## src/core/boot_cfg_pkg.sv

```systemverilog
// Package: register map, field layout, reset values and shared types
package boot_cfg_pkg;
   // ==========================================================
   // Register offsets (byte offsets, one 32-bit register every 4)
   localparam logic [3:0] OFS_BOOT_WORD   = 4'h0;
   localparam logic [3:0] OFS_CFG_CONTROL = 4'h4;
   localparam logic [3:0] OFS_UNLOCK      = 4'h8;
   localparam logic [3:0] OFS_STATUS      = 4'hC;
   // ==========================================================
   // Boot word field positions
   localparam int BW_PROT_LSB  = 10;
   localparam int BW_PAIR_LSB  = 3;
   localparam int BW_TEST_BIT  = 2;
   localparam int BW_DBG_LSB   = 0;
   // ==========================================================
   // Config control bit positions and masks
   localparam int CC_PIN_LOCK  = 13;
   localparam int CC_MOD_LOCK  = 12;
   localparam int CC_TEST_EN   = 3;
   localparam int CC_TDO_EN    = 0;
   localparam logic [31:0] CC_ONES_MASK = 32'h0000_0006;
   localparam logic [31:0] UNLOCK_KEY   = 32'h0000_A5C3;
   // ==========================================================
   // Reset values, write-protect codes and boundaries
   localparam logic       RST_PIN_LOCK = 1'b0;
   localparam logic       RST_MOD_LOCK = 1'b0;
   localparam logic       RST_TEST_EN  = 1'b1;
   localparam logic       RST_TDO_EN   = 1'b1;
   localparam logic [8:0] PROT_OFF     = 9'h1FF;
   localparam logic [8:0] PROT_ALL     = 9'h000;
   localparam logic [8:0] PROT_64K     = 9'h1BF;
   localparam logic [8:0] PROT_128K    = 9'h17F;
   localparam logic [8:0] PROT_256K    = 9'h0FF;
   localparam logic [8:0] PROT_STEP_LO = 9'h1EF;
   localparam logic [18:0] PAGE_STEP   = 19'h00400;
   localparam logic [18:0] BOUND_64K   = 19'h10000;
   localparam logic [18:0] BOUND_128K  = 19'h20000;
   localparam logic [18:0] BOUND_256K  = 19'h40000;
   // ==========================================================
   // Types
   typedef enum logic [1:0] {
      PAIR_FOUR  = 2'b00,
      PAIR_THREE = 2'b01,
      PAIR_TWO   = 2'b10,
      PAIR_ONE   = 2'b11
   } debug_pair_t;
   typedef struct packed {
      logic        wr;
      logic        rd;
      logic [3:0]  addr;
      logic [31:0] wdata;
   } reg_req_t;
   typedef struct packed {
      logic [18:0] addr;
      logic        req;
   } flash_req_t;
endpackage

```

## src/core/boot_config_protect_decode.sv

```systemverilog
// Boot configuration decode and configuration control register
`timescale 1ns/1ps
module boot_config_protect_decode (
   input  wire logic                     clk_i,          // 25 MHz system clock
   input  wire logic                     rst_n_i,        // Sync reset, active low
   input  wire logic [31:0]              boot_word_i,    // Nonvolatile boot word
   input  wire logic                     code_protect_i, // Code protect active
   input  wire logic                     big_flash_i,    // Largest flash variant
   input  wire boot_cfg_pkg::reg_req_t   reg_i,          // Register bus request
   output logic [31:0]                   rdata_o,        // Read data
   input  wire boot_cfg_pkg::flash_req_t fw_i,           // Flash write attempt
   output logic                          fw_grant_o,     // Flash write allowed
   output logic                          fw_block_o,     // Flash write rejected
   input  wire logic                     pps_wr_i,       // Pin-select write try
   output logic                          pps_wr_o,       // Pin-select write pass
   input  wire logic                     pmd_wr_i,       // Module-disable try
   output logic                          pmd_wr_o,       // Module-disable pass
   output logic [3:0]                    pair_sel_o,     // One-hot debug pair
   output logic                          debugger_en_o,  // Debugger enabled
   output logic                          test_port_en_o, // Test port enabled
   output logic                          tdo_en_o        // Two-wire data-out use
);
   import boot_cfg_pkg::*;

   // ==========================================================
   // Input synchronisers for pin-level straps
   logic [31:0] bw_meta;
   logic [31:0] bw_sync;
   logic [1:0]  cp_meta;
   logic [1:0]  cp_sync;

   // Not reset, so the straps are already settled when the seed is taken
   always_ff @(posedge clk_i) begin
      bw_meta <= boot_word_i;
      bw_sync <= bw_meta;
      cp_meta <= {big_flash_i, code_protect_i};
      cp_sync <= cp_meta;
   end

   // ==========================================================
   // Control register state
   logic        pin_lock;
   logic        mod_lock;
   logic        test_en;
   logic        tdo_en;
   logic        unlock_ok;
   logic        seeded;
   logic        lock_wr;
   logic        blocked_wr;
   logic [18:0] bound;

   // Bus decode helpers
   function automatic logic hit(input reg_req_t r, input logic [3:0] a);
      return r.addr == a;
   endfunction

   assign lock_wr = reg_i.wr && hit(reg_i, OFS_CFG_CONTROL);

   // Unlock grant flag, one lock write per unlock
   always_ff @(posedge clk_i) begin
      if (!rst_n_i) begin
         unlock_ok <= 1'b0;
      end else if (reg_i.wr && hit(reg_i, OFS_UNLOCK)) begin
         unlock_ok <= (reg_i.wdata == UNLOCK_KEY);
      end else if (lock_wr) begin
         unlock_ok <= 1'b0;
      end
   end

   // Lock bits, guarded by the unlock grant
   always_ff @(posedge clk_i) begin
      if (!rst_n_i) begin
         pin_lock <= RST_PIN_LOCK;
         mod_lock <= RST_MOD_LOCK;
      end else if (lock_wr && unlock_ok) begin
         pin_lock <= reg_i.wdata[CC_PIN_LOCK];
         mod_lock <= reg_i.wdata[CC_MOD_LOCK];
      end
   end

   // Sticky record of a refused lock change
   always_ff @(posedge clk_i) begin
      if (!rst_n_i) begin
         blocked_wr <= 1'b0;
      end else if (lock_wr && !unlock_ok) begin
         blocked_wr <= 1'b1;
      end else if (reg_i.rd && hit(reg_i, OFS_STATUS)) begin
         blocked_wr <= 1'b0;
      end
   end

   // Test enable seeded from boot word after reset release
   always_ff @(posedge clk_i) begin
      if (!rst_n_i) begin
         test_en <= RST_TEST_EN;
         tdo_en  <= RST_TDO_EN;
         seeded  <= 1'b0;
      end else if (!seeded) begin
         test_en <= bw_sync[BW_TEST_BIT];
         seeded  <= 1'b1;
      end else if (lock_wr) begin
         test_en <= reg_i.wdata[CC_TEST_EN];
         tdo_en  <= reg_i.wdata[CC_TDO_EN];
      end
   end

   // ==========================================================
   // Read data, one cycle after the read strobe
   function automatic logic [31:0] cfg_image(input logic p, input logic m,
                                             input logic t, input logic d);
      logic [31:0] v;
      v = CC_ONES_MASK;
      v[CC_PIN_LOCK] = p;
      v[CC_MOD_LOCK] = m;
      v[CC_TEST_EN]  = t;
      v[CC_TDO_EN]   = d;
      return v;
   endfunction

   always_ff @(posedge clk_i) begin
      if (!rst_n_i) begin
         rdata_o <= 32'h0000_0000;
      end else if (reg_i.rd) begin
         case (reg_i.addr)
            OFS_BOOT_WORD:   rdata_o <= bw_sync;
            OFS_CFG_CONTROL: rdata_o <= cfg_image(pin_lock, mod_lock, test_en, tdo_en);
            OFS_UNLOCK:      rdata_o <= {31'h0, unlock_ok};
            OFS_STATUS:      rdata_o <= {12'h000, bound, blocked_wr};
            default:         rdata_o <= 32'h0000_0000;
         endcase
      end else begin
         rdata_o <= 32'h0000_0000;
      end
   end

   // ==========================================================
   // Peripheral write gating
   always_ff @(posedge clk_i) begin
      if (!rst_n_i) begin
         pps_wr_o <= 1'b0;
         pmd_wr_o <= 1'b0;
      end else begin
         pps_wr_o <= pps_wr_i && !pin_lock;
         pmd_wr_o <= pmd_wr_i && !mod_lock;
      end
   end

   // ==========================================================
   // Debug pair and debugger decode
   debug_pair_t pair;
   logic [1:0]  dbg_eff;

   assign pair    = debug_pair_t'(bw_sync[BW_PAIR_LSB +: 2]);
   assign dbg_eff = cp_sync[0] ? 2'b11 : bw_sync[BW_DBG_LSB +: 2];

   always_ff @(posedge clk_i) begin
      if (!rst_n_i) begin
         pair_sel_o    <= 4'h1;
         debugger_en_o <= 1'b0;
      end else begin
         case (pair)
            PAIR_ONE:   pair_sel_o <= 4'h1;
            PAIR_TWO:   pair_sel_o <= 4'h2;
            PAIR_THREE: pair_sel_o <= 4'h4;
            PAIR_FOUR:  pair_sel_o <= 4'h8;
            default:    pair_sel_o <= 4'h1;
         endcase
         debugger_en_o <= !dbg_eff[1];
      end
   end

   // Control outputs from flops
   always_ff @(posedge clk_i) begin
      if (!rst_n_i) begin
         test_port_en_o <= RST_TEST_EN;
         tdo_en_o       <= RST_TDO_EN;
      end else begin
         test_port_en_o <= test_en;
         tdo_en_o       <= tdo_en;
      end
   end

   // ==========================================================
   // Flash write-protect check
   flash_guard u_guard (
      .clk_i        (clk_i),
      .rst_n_i      (rst_n_i),
      .prot_field_i (bw_sync[BW_PROT_LSB +: 9]),
      .big_flash_i  (cp_sync[1]),
      .fw_i         (fw_i),
      .fw_grant_o   (fw_grant_o),
      .fw_block_o   (fw_block_o),
      .bound_o      (bound)
   );
endmodule

```

## src/core/flash_guard.sv

```systemverilog
// Flash write-protect boundary decode and write check
`timescale 1ns/1ps
module flash_guard (
   input  wire logic                    clk_i,       // System clock
   input  wire logic                    rst_n_i,     // Sync reset, active low
   input  wire logic [8:0]              prot_field_i, // Write-protect field
   input  wire logic                    big_flash_i, // Largest flash variant
   input  wire boot_cfg_pkg::flash_req_t fw_i,       // Flash write attempt
   output logic                         fw_grant_o,  // Write allowed
   output logic                         fw_block_o,  // Write rejected
   output logic [18:0]                  bound_o      // Protected boundary
);
   import boot_cfg_pkg::*;

   logic [8:0]  eff;
   logic [18:0] next_bound;
   logic        next_all;
   logic        all_prot;

   // Upper two bits only act on large-flash parts
   always_comb begin
      eff = prot_field_i;
      if (!big_flash_i) begin
         eff[8:7] = 2'b11;
      end
   end

   // Boundary decode
   always_comb begin
      next_all   = 1'b0;
      next_bound = 19'h00000;
      if (eff == PROT_OFF) begin
         next_bound = 19'h00000;
      end else if (eff == PROT_ALL) begin
         next_all = 1'b1;
      end else if (eff == PROT_64K) begin
         next_bound = BOUND_64K;
      end else if (eff == PROT_128K) begin
         next_bound = BOUND_128K;
      end else if (eff == PROT_256K) begin
         next_bound = BOUND_256K;
      end else if (eff >= PROT_STEP_LO) begin
         next_bound = 19'(PAGE_STEP * 19'(PROT_OFF - eff));
      end else begin
         next_all = 1'b1; // Undefined codes fail safe
      end
   end

   // Registered boundary
   always_ff @(posedge clk_i) begin
      if (!rst_n_i) begin
         bound_o  <= 19'h00000;
         all_prot <= 1'b1;
      end else begin
         bound_o  <= next_bound;
         all_prot <= next_all;
      end
   end

   // Write check, one cycle after request
   always_ff @(posedge clk_i) begin
      if (!rst_n_i) begin
         fw_grant_o <= 1'b0;
         fw_block_o <= 1'b0;
      end else begin
         fw_grant_o <= fw_i.req && !all_prot && (fw_i.addr >= bound_o);
         fw_block_o <= fw_i.req && (all_prot || (fw_i.addr < bound_o));
      end
   end
endmodule

```

## config.mk

```make
export PLATFORM = sky130hd
export DESIGN_NAME = boot_config_protect_decode
export DESIGN_NICKNAME = d
export VERILOG_FILES = /design/src/core/boot_cfg_pkg.sv /design/src/core/boot_config_protect_decode.sv /design/src/core/flash_guard.sv
export SDC_FILE = /design/constraint.sdc
export NUM_CORES = 1
export LEC_CHECK = 0
export ABC_AREA = 0
export BUFFER_PORTS_ARGS = -buffer_cell sky130_fd_sc_hd__clkbuf_2
export CAP_MARGIN = 20
export CORE_UTILIZATION = 45
export CTS_BUF_LIST = sky130_fd_sc_hd__clkbuf_4
export DETAILED_ROUTE_END_ITERATION = 10
export GPL_ROUTABILITY_DRIVEN = 0
export GPL_TIMING_DRIVEN = 0
export PLACE_DENSITY = 0.77
export SYNTH_ARGS = -nofsm -noshare
export SYNTH_HDL_FRONTEND = slang
export SYNTH_SLANG_ARGS = --single-unit
```

## constraint.sdc

```tcl
create_clock -name clk_i -period 1.3 [get_ports clk_i]
set_input_delay 0.13 -clock clk_i [delete_from_list [all_inputs] [get_ports clk_i]]
set_output_delay 0.13 -clock clk_i [all_outputs]
set_load 0.02 [all_outputs]
```

Yosys cells after proc, flatten, opt, wreduce, memory -nomap -nowiden
Cells that the tools add are included.
- ROM bits: 0
- word-level logic and storage cells: 93
- RAM bits: 0
- memories: 0
- latch bits: 0
- flip-flop bits (word level): 138
- input bits: 96
- output and inout bits: 43
- multiplexer cells: 21
- reduce and logical (&&, ||, !) cells: 28
- equality and inequality tests: 12
- bitwise gates (word level): 2
- $lt $le $gt $ge: 3
- shift-type cells: 0
- multiply operators: 0
- add/subtract/negate cells: 1
- div/mod/pow operators: 0
- operators by type and width (operator ; count):
    one-hot mux 32 bit (4 select lines) ; 1
    two-way mux 19 bit ; 2
    equality test 32 x 16 -> 1 bit, second input constant ; 1
    equality test 9 bit, second input constant ; 3
    greater-or-equal comparator 19 bit ; 1
    < comparator 19 bit ; 1
    two-way mux 18 bit ; 1
    two-way mux 17 bit ; 1
    one-hot mux 4 bit (4 select lines) ; 1
    two-way mux 1 bit ; 13
    logical AND 1 bit ; 10
    equality test 9 x 8 -> 1 bit, second input constant ; 1
    greater-or-equal comparator 9 bit, second input constant ; 1
    logical NOT 9 bit ; 1
    subtractor 9 bit, first input constant ; 1
    equality test 4 bit, second input constant ; 2
    OR reduction 7 bit ; 1
    OR reduction 6 bit ; 1
    logical NOT 1 bit ; 5
    OR reduction 5 bit ; 1
    equality test 2 bit, second input constant ; 2
    equality test 4 x 3 -> 1 bit, second input constant ; 1
    logical NOT 4 bit ; 1
    two-way mux 2 bit ; 2
    9 further kinds ; 12

Longest topological paths before layout
- depth in word-level cells: 8
- mapped depth: 6
- gate-level depth less buffers: 6

By module
Synthesis repeated with hierarchy kept, for this count alone.
- cell total of the unflattened synthesis: 328
- area total of the unflattened synthesis: 3854.9 µm²
- modules (own cells, without submodules) (module ; cells each ; area an instance (µm²) ; instances ; sequential area each (µm²)):
    boot_config_protect_decode ; 239 ; 3088.0 ; 1 ; 2322.2
    flash_guard ; 89 ; 767.0 ; 1 ; 240.2

Worst setup path after synthesis
No wires, ideal clock.
- kind: register -> register
- from: register u_guard.bound_o[14]
- to: register u_guard.fw_grant_o
- clock period less this slack: 1289 ps
- data required time: 1208 ps
- arrival time: 1197 ps
- slack: 11 ps
- buffers on the path: 0
- cell stages (with the launch flop): 7
- library setup time: 92 ps
- cell sequence: dfxtp_1 inv_1 ha_1 nand4_1 o221ai_1 a211oi_1 nor4_1
- cells in the longest elaborated chain, start to end: 2
- ends and longest elaborated chain (item ; RTL line ; RTL):
    start, declared ; flash_guard.sv:11 ; output logic [18:0] bound_o
    start signal, assigned ; flash_guard.sv:55 ; bound_o <= next_bound;
    greater-or-equal comparator 19 bit ; flash_guard.sv:66 ; fw_grant_o <= fw_i.req && !all_prot && (fw_i.addr >= bound_o);
    logical AND 1 bit ; flash_guard.sv:66 ;
    end signal, assigned ; flash_guard.sv:66 ;
    end, declared ; flash_guard.sv:9 ; output logic fw_grant_o,
No other way between the ends.
A chain may end at the register's enable or synchronous reset.

Final worst setup path
- from: register u_guard.bound_o[13]
- to: register u_guard.fw_grant_o
The elaborated chain is that of the path after synthesis.

==> key figures <==
Outcome
  – Status: complete, but fails checks
  – Failing checks: setup timing

Clocking
  – CTS tree: built
  – Worst skew pair latency: 0.48 ns
  – Clk buf depth: 2
  – CTS buffer count: 17
  – Clock root buffer: clkbuf_4
  – Clock slew at reported path FFs: 0.11 ns
  – H-tree level count: 4
  – CTS sink count: 128

Timing
  – Slew Viols, Final: 0
  – Achievable Freq: 703.8 MHz
  – Final setup violation count: 3
  – Final setup TNS: -0.3490 ns
  – Hold Vio Cnt, Final: 0
  – Setup slack after layout: -0.1209 ns
  – Unrepaired setup endpoints after global routing: yes
  – Clk_skew: 0.01415 ns
  – Post-layout min period: roughly 1.4 ns
  – WHS: 0.07764 ns
  – Final Cycle Share: 109.3%

Yosys
  – EDFF count, synth: 0
  – Compound-cell area share of the yosys netlist: around 4.5%
  – Syn Area/Cell: 12.24 um^2
  – Warnings, synthesis: 0
  – Main area contributors after synthesis: dfxtp_1 (70%), and2_1 (3.4%), ha_1 (3.1%)
  – Post-synthesis simple-gate area fraction: 16.96%
  – Synth Net Count: 404
  – Post-Syn Area: 0.003660 mm^2
  – Post-Synth XOR/XNOR Area: less than 1%
  – Synth area leader: dfxtp_1
  – Synth unique cells: 41
  – Post-synthesis mux area share: 2.530%
  – Sequential-to-total area share from yosys stat: 70.02%
  – Flops & latches, synth: 128
  – Synth top area share: 70.02%
  – Post-synth ARST share: 0%
  – Largest family of logic cells by synthesized area: simple AND/OR/NAND/NOR gates
  – Post-Synth Adder-Cell Area: slightly above 3%
  – Synth Instances: between 200 and 300
  – Prevailing post-synth register cell: dfxtp_1

Cells and area
  – Layout area overhead: 51.69%
  – Most frequent cells in the layout: clkbuf_2 (138), dfxtp_1 (123), dlygate4sd3_1 (68)
  – Layout Nets: 630
  – Layout cells sized above 1: 36.69%
  – Most common cell after layout, fill and taps aside: clkbuf_2
  – N_diodes: 0

Floorplanning
  – Number of core rows: 32
  – Die ar.: 0.008497 mm^2
  – Number of I/O pins: 139
  – Overall die height: 92.18 um
  – Core area: ~0.0078 mm^2
  – Die width: 92.18 um
  – Initial Util: 46.88%

Worst setup path
  – Setup Crit Path Kind: flip-flop to flip-flop
  – CP arrival: 1.81 ns
  – RR Startpoint: u_guard.bound_o[13]$_SDFF_PP0_
  – Worst EP required: between 1.5 and 2 ns
  – Worst setup path start: u_guard.bound_o[13]$_SDFF_PP0_
  – CP startpoint kind: flip-flop
  – Worst Setup End Kind: flip-flop
  – Max FO, Critical Path: 2

Detailed routing
  – Detailed router's first-iteration violation count: 103
  – Drc violations: 0
  – Detail Route Antenna Nets: 0
  – Vias: 3010
  – Pre-antenna DRT Iters: 4
  – Drt wl/cell: 14.00 um
  – Vias/cell: 4.710
  – WL final: 8.945 mm

Min path
  – Tightest Hold Check Type: input port to flip-flop
  – Worst hold start: fw_i[8]

Power and ir drop
  – P_leak: between 2 and 3 nW
  – Maximum vdd drop: about 1.3 mV
  – PD cells: between 1000 and 1500 mW/mm^2

Global route
  – Initial antenna violation count: 0
  – GRT Total Usage: 21.81%
  – First-pass GRT wire length: between 10 and 15 mm
  – Number of global-route vias before repair: 3230
  – Largest net degree at the start of global routing: 17
  – GRT Residual Overflow: 0

Placement
  – Port Buffer Count: 138
  – HPWL Detailed: just over 5 mm
  – DP Worst Slack: -0.2359 ns

Flow run
  – Max-cap violations: 0
logic make-up (layout without fill, tap and decap cells):
logic type	count (synthesis)	count (layout)
multiplexers	8	8
other	1	1
buffers and inverters	20	258
adder cells (fa/ha/maj)	9	9
AO/OA/AOI/OAI	25	25
XOR/XNOR	1	1
AND/OR/NAND/NOR	107	107
flip-flops	128	128
repair_timing:
action,in CTS,in global routing
endpoints found under the hold margin,47,1
pin swaps,8,2
setup buffers,1,1
endpoints found under the setup margin,2,4
resized for setup,16,7
hold buffers,67,1
per-stage QoR:
stage / power [mW] / utilization [%] / instances / instance area (um^2)
after floorplan: 4.338 / - / 299 / 3660
after global placement: 4.539 / 57.36 / 539 / 4478
after detailed placement: 4.555 / 57.36 / 539 / 4478
after CTS: 7.265 / 70.38 / 638 / 5495
after global routing: 7.584 / 71.11 / 639 / 5552
final: 7.234 / 71.11 / 639 / 5552
final timing paths:
kind	end	slack [ns]	depth (start not counted)
min	u_guard.fw_grant_o$_SDFF_PN0_	0.08	4
max	u_guard.fw_grant_o$_SDFF_PN0_	-0.12	7
min reg2reg	bw_sync[19]$_DFF_P_	0.33	0
max reg2reg	u_guard.fw_grant_o$_SDFF_PN0_	-0.12	7
layer usage:
| metal | GRT usage [%] | wire [um] |
|---|---|---|
| met1 | 22.77 | 3429 |
| met2 | 39.05 | 4707 |
| met3 | 7.297 | 515 |
| met4 | 10.55 | 293 |
| met5 | 0 | 0 |
cell type report:
cell class,instances,area [um^2]
sequential,128,2569
clock buffer,17,127.6
clock inverter,14,142.6
timing repair buffer,208,1386
buffer,8,48.80
fill,568,2256
multi-input combinational,151,1109
inverter,11,41.29
tap,102,127.6
power by group:
group	internal [mW]	total [mW]	switching [mW]	leakage, nW
combinational	0.338	0.567	0.230	1.32
sequential	4.06	4.12	0.0550	1.06
clock	1.13	2.55	1.42	0.147
cell usage after synthesis, types with 4 or more instances:
library cell,count
nor4_1,5
clkbuf_1,5
dfxtp_1,128
nand3_1,5
nand4_1,6
nor3_1,5
and2_1,20
nand2_1,13
nor2_1,27
a21oi_1,5
a22oi_1,7
mux2i_1,7
inv_1,11
nor2b_1,4
o21ai_0,4
ha_1,9
worst max-delay path: stages, from the launching register on:
cell and delay [ns]:
dfxtp_2 0.36, inv_2 0.05, ha_4 0.25, nand4_1 0.12, buf_4 0.17, o221ai_4 0.15, a211oi_2 0.06, nor4_1 0.17
sequential cells by signal, summed over array words and instances (netlist names), 2 cells and up:
name	flops
bw_meta	32
u_guard.bound_o	9
bw_sync	32
cp_meta	2
rdata_o	32
pair_sel_o	4
cp_sync	2
No activity file was read; power rests on OpenSTA's default activity.
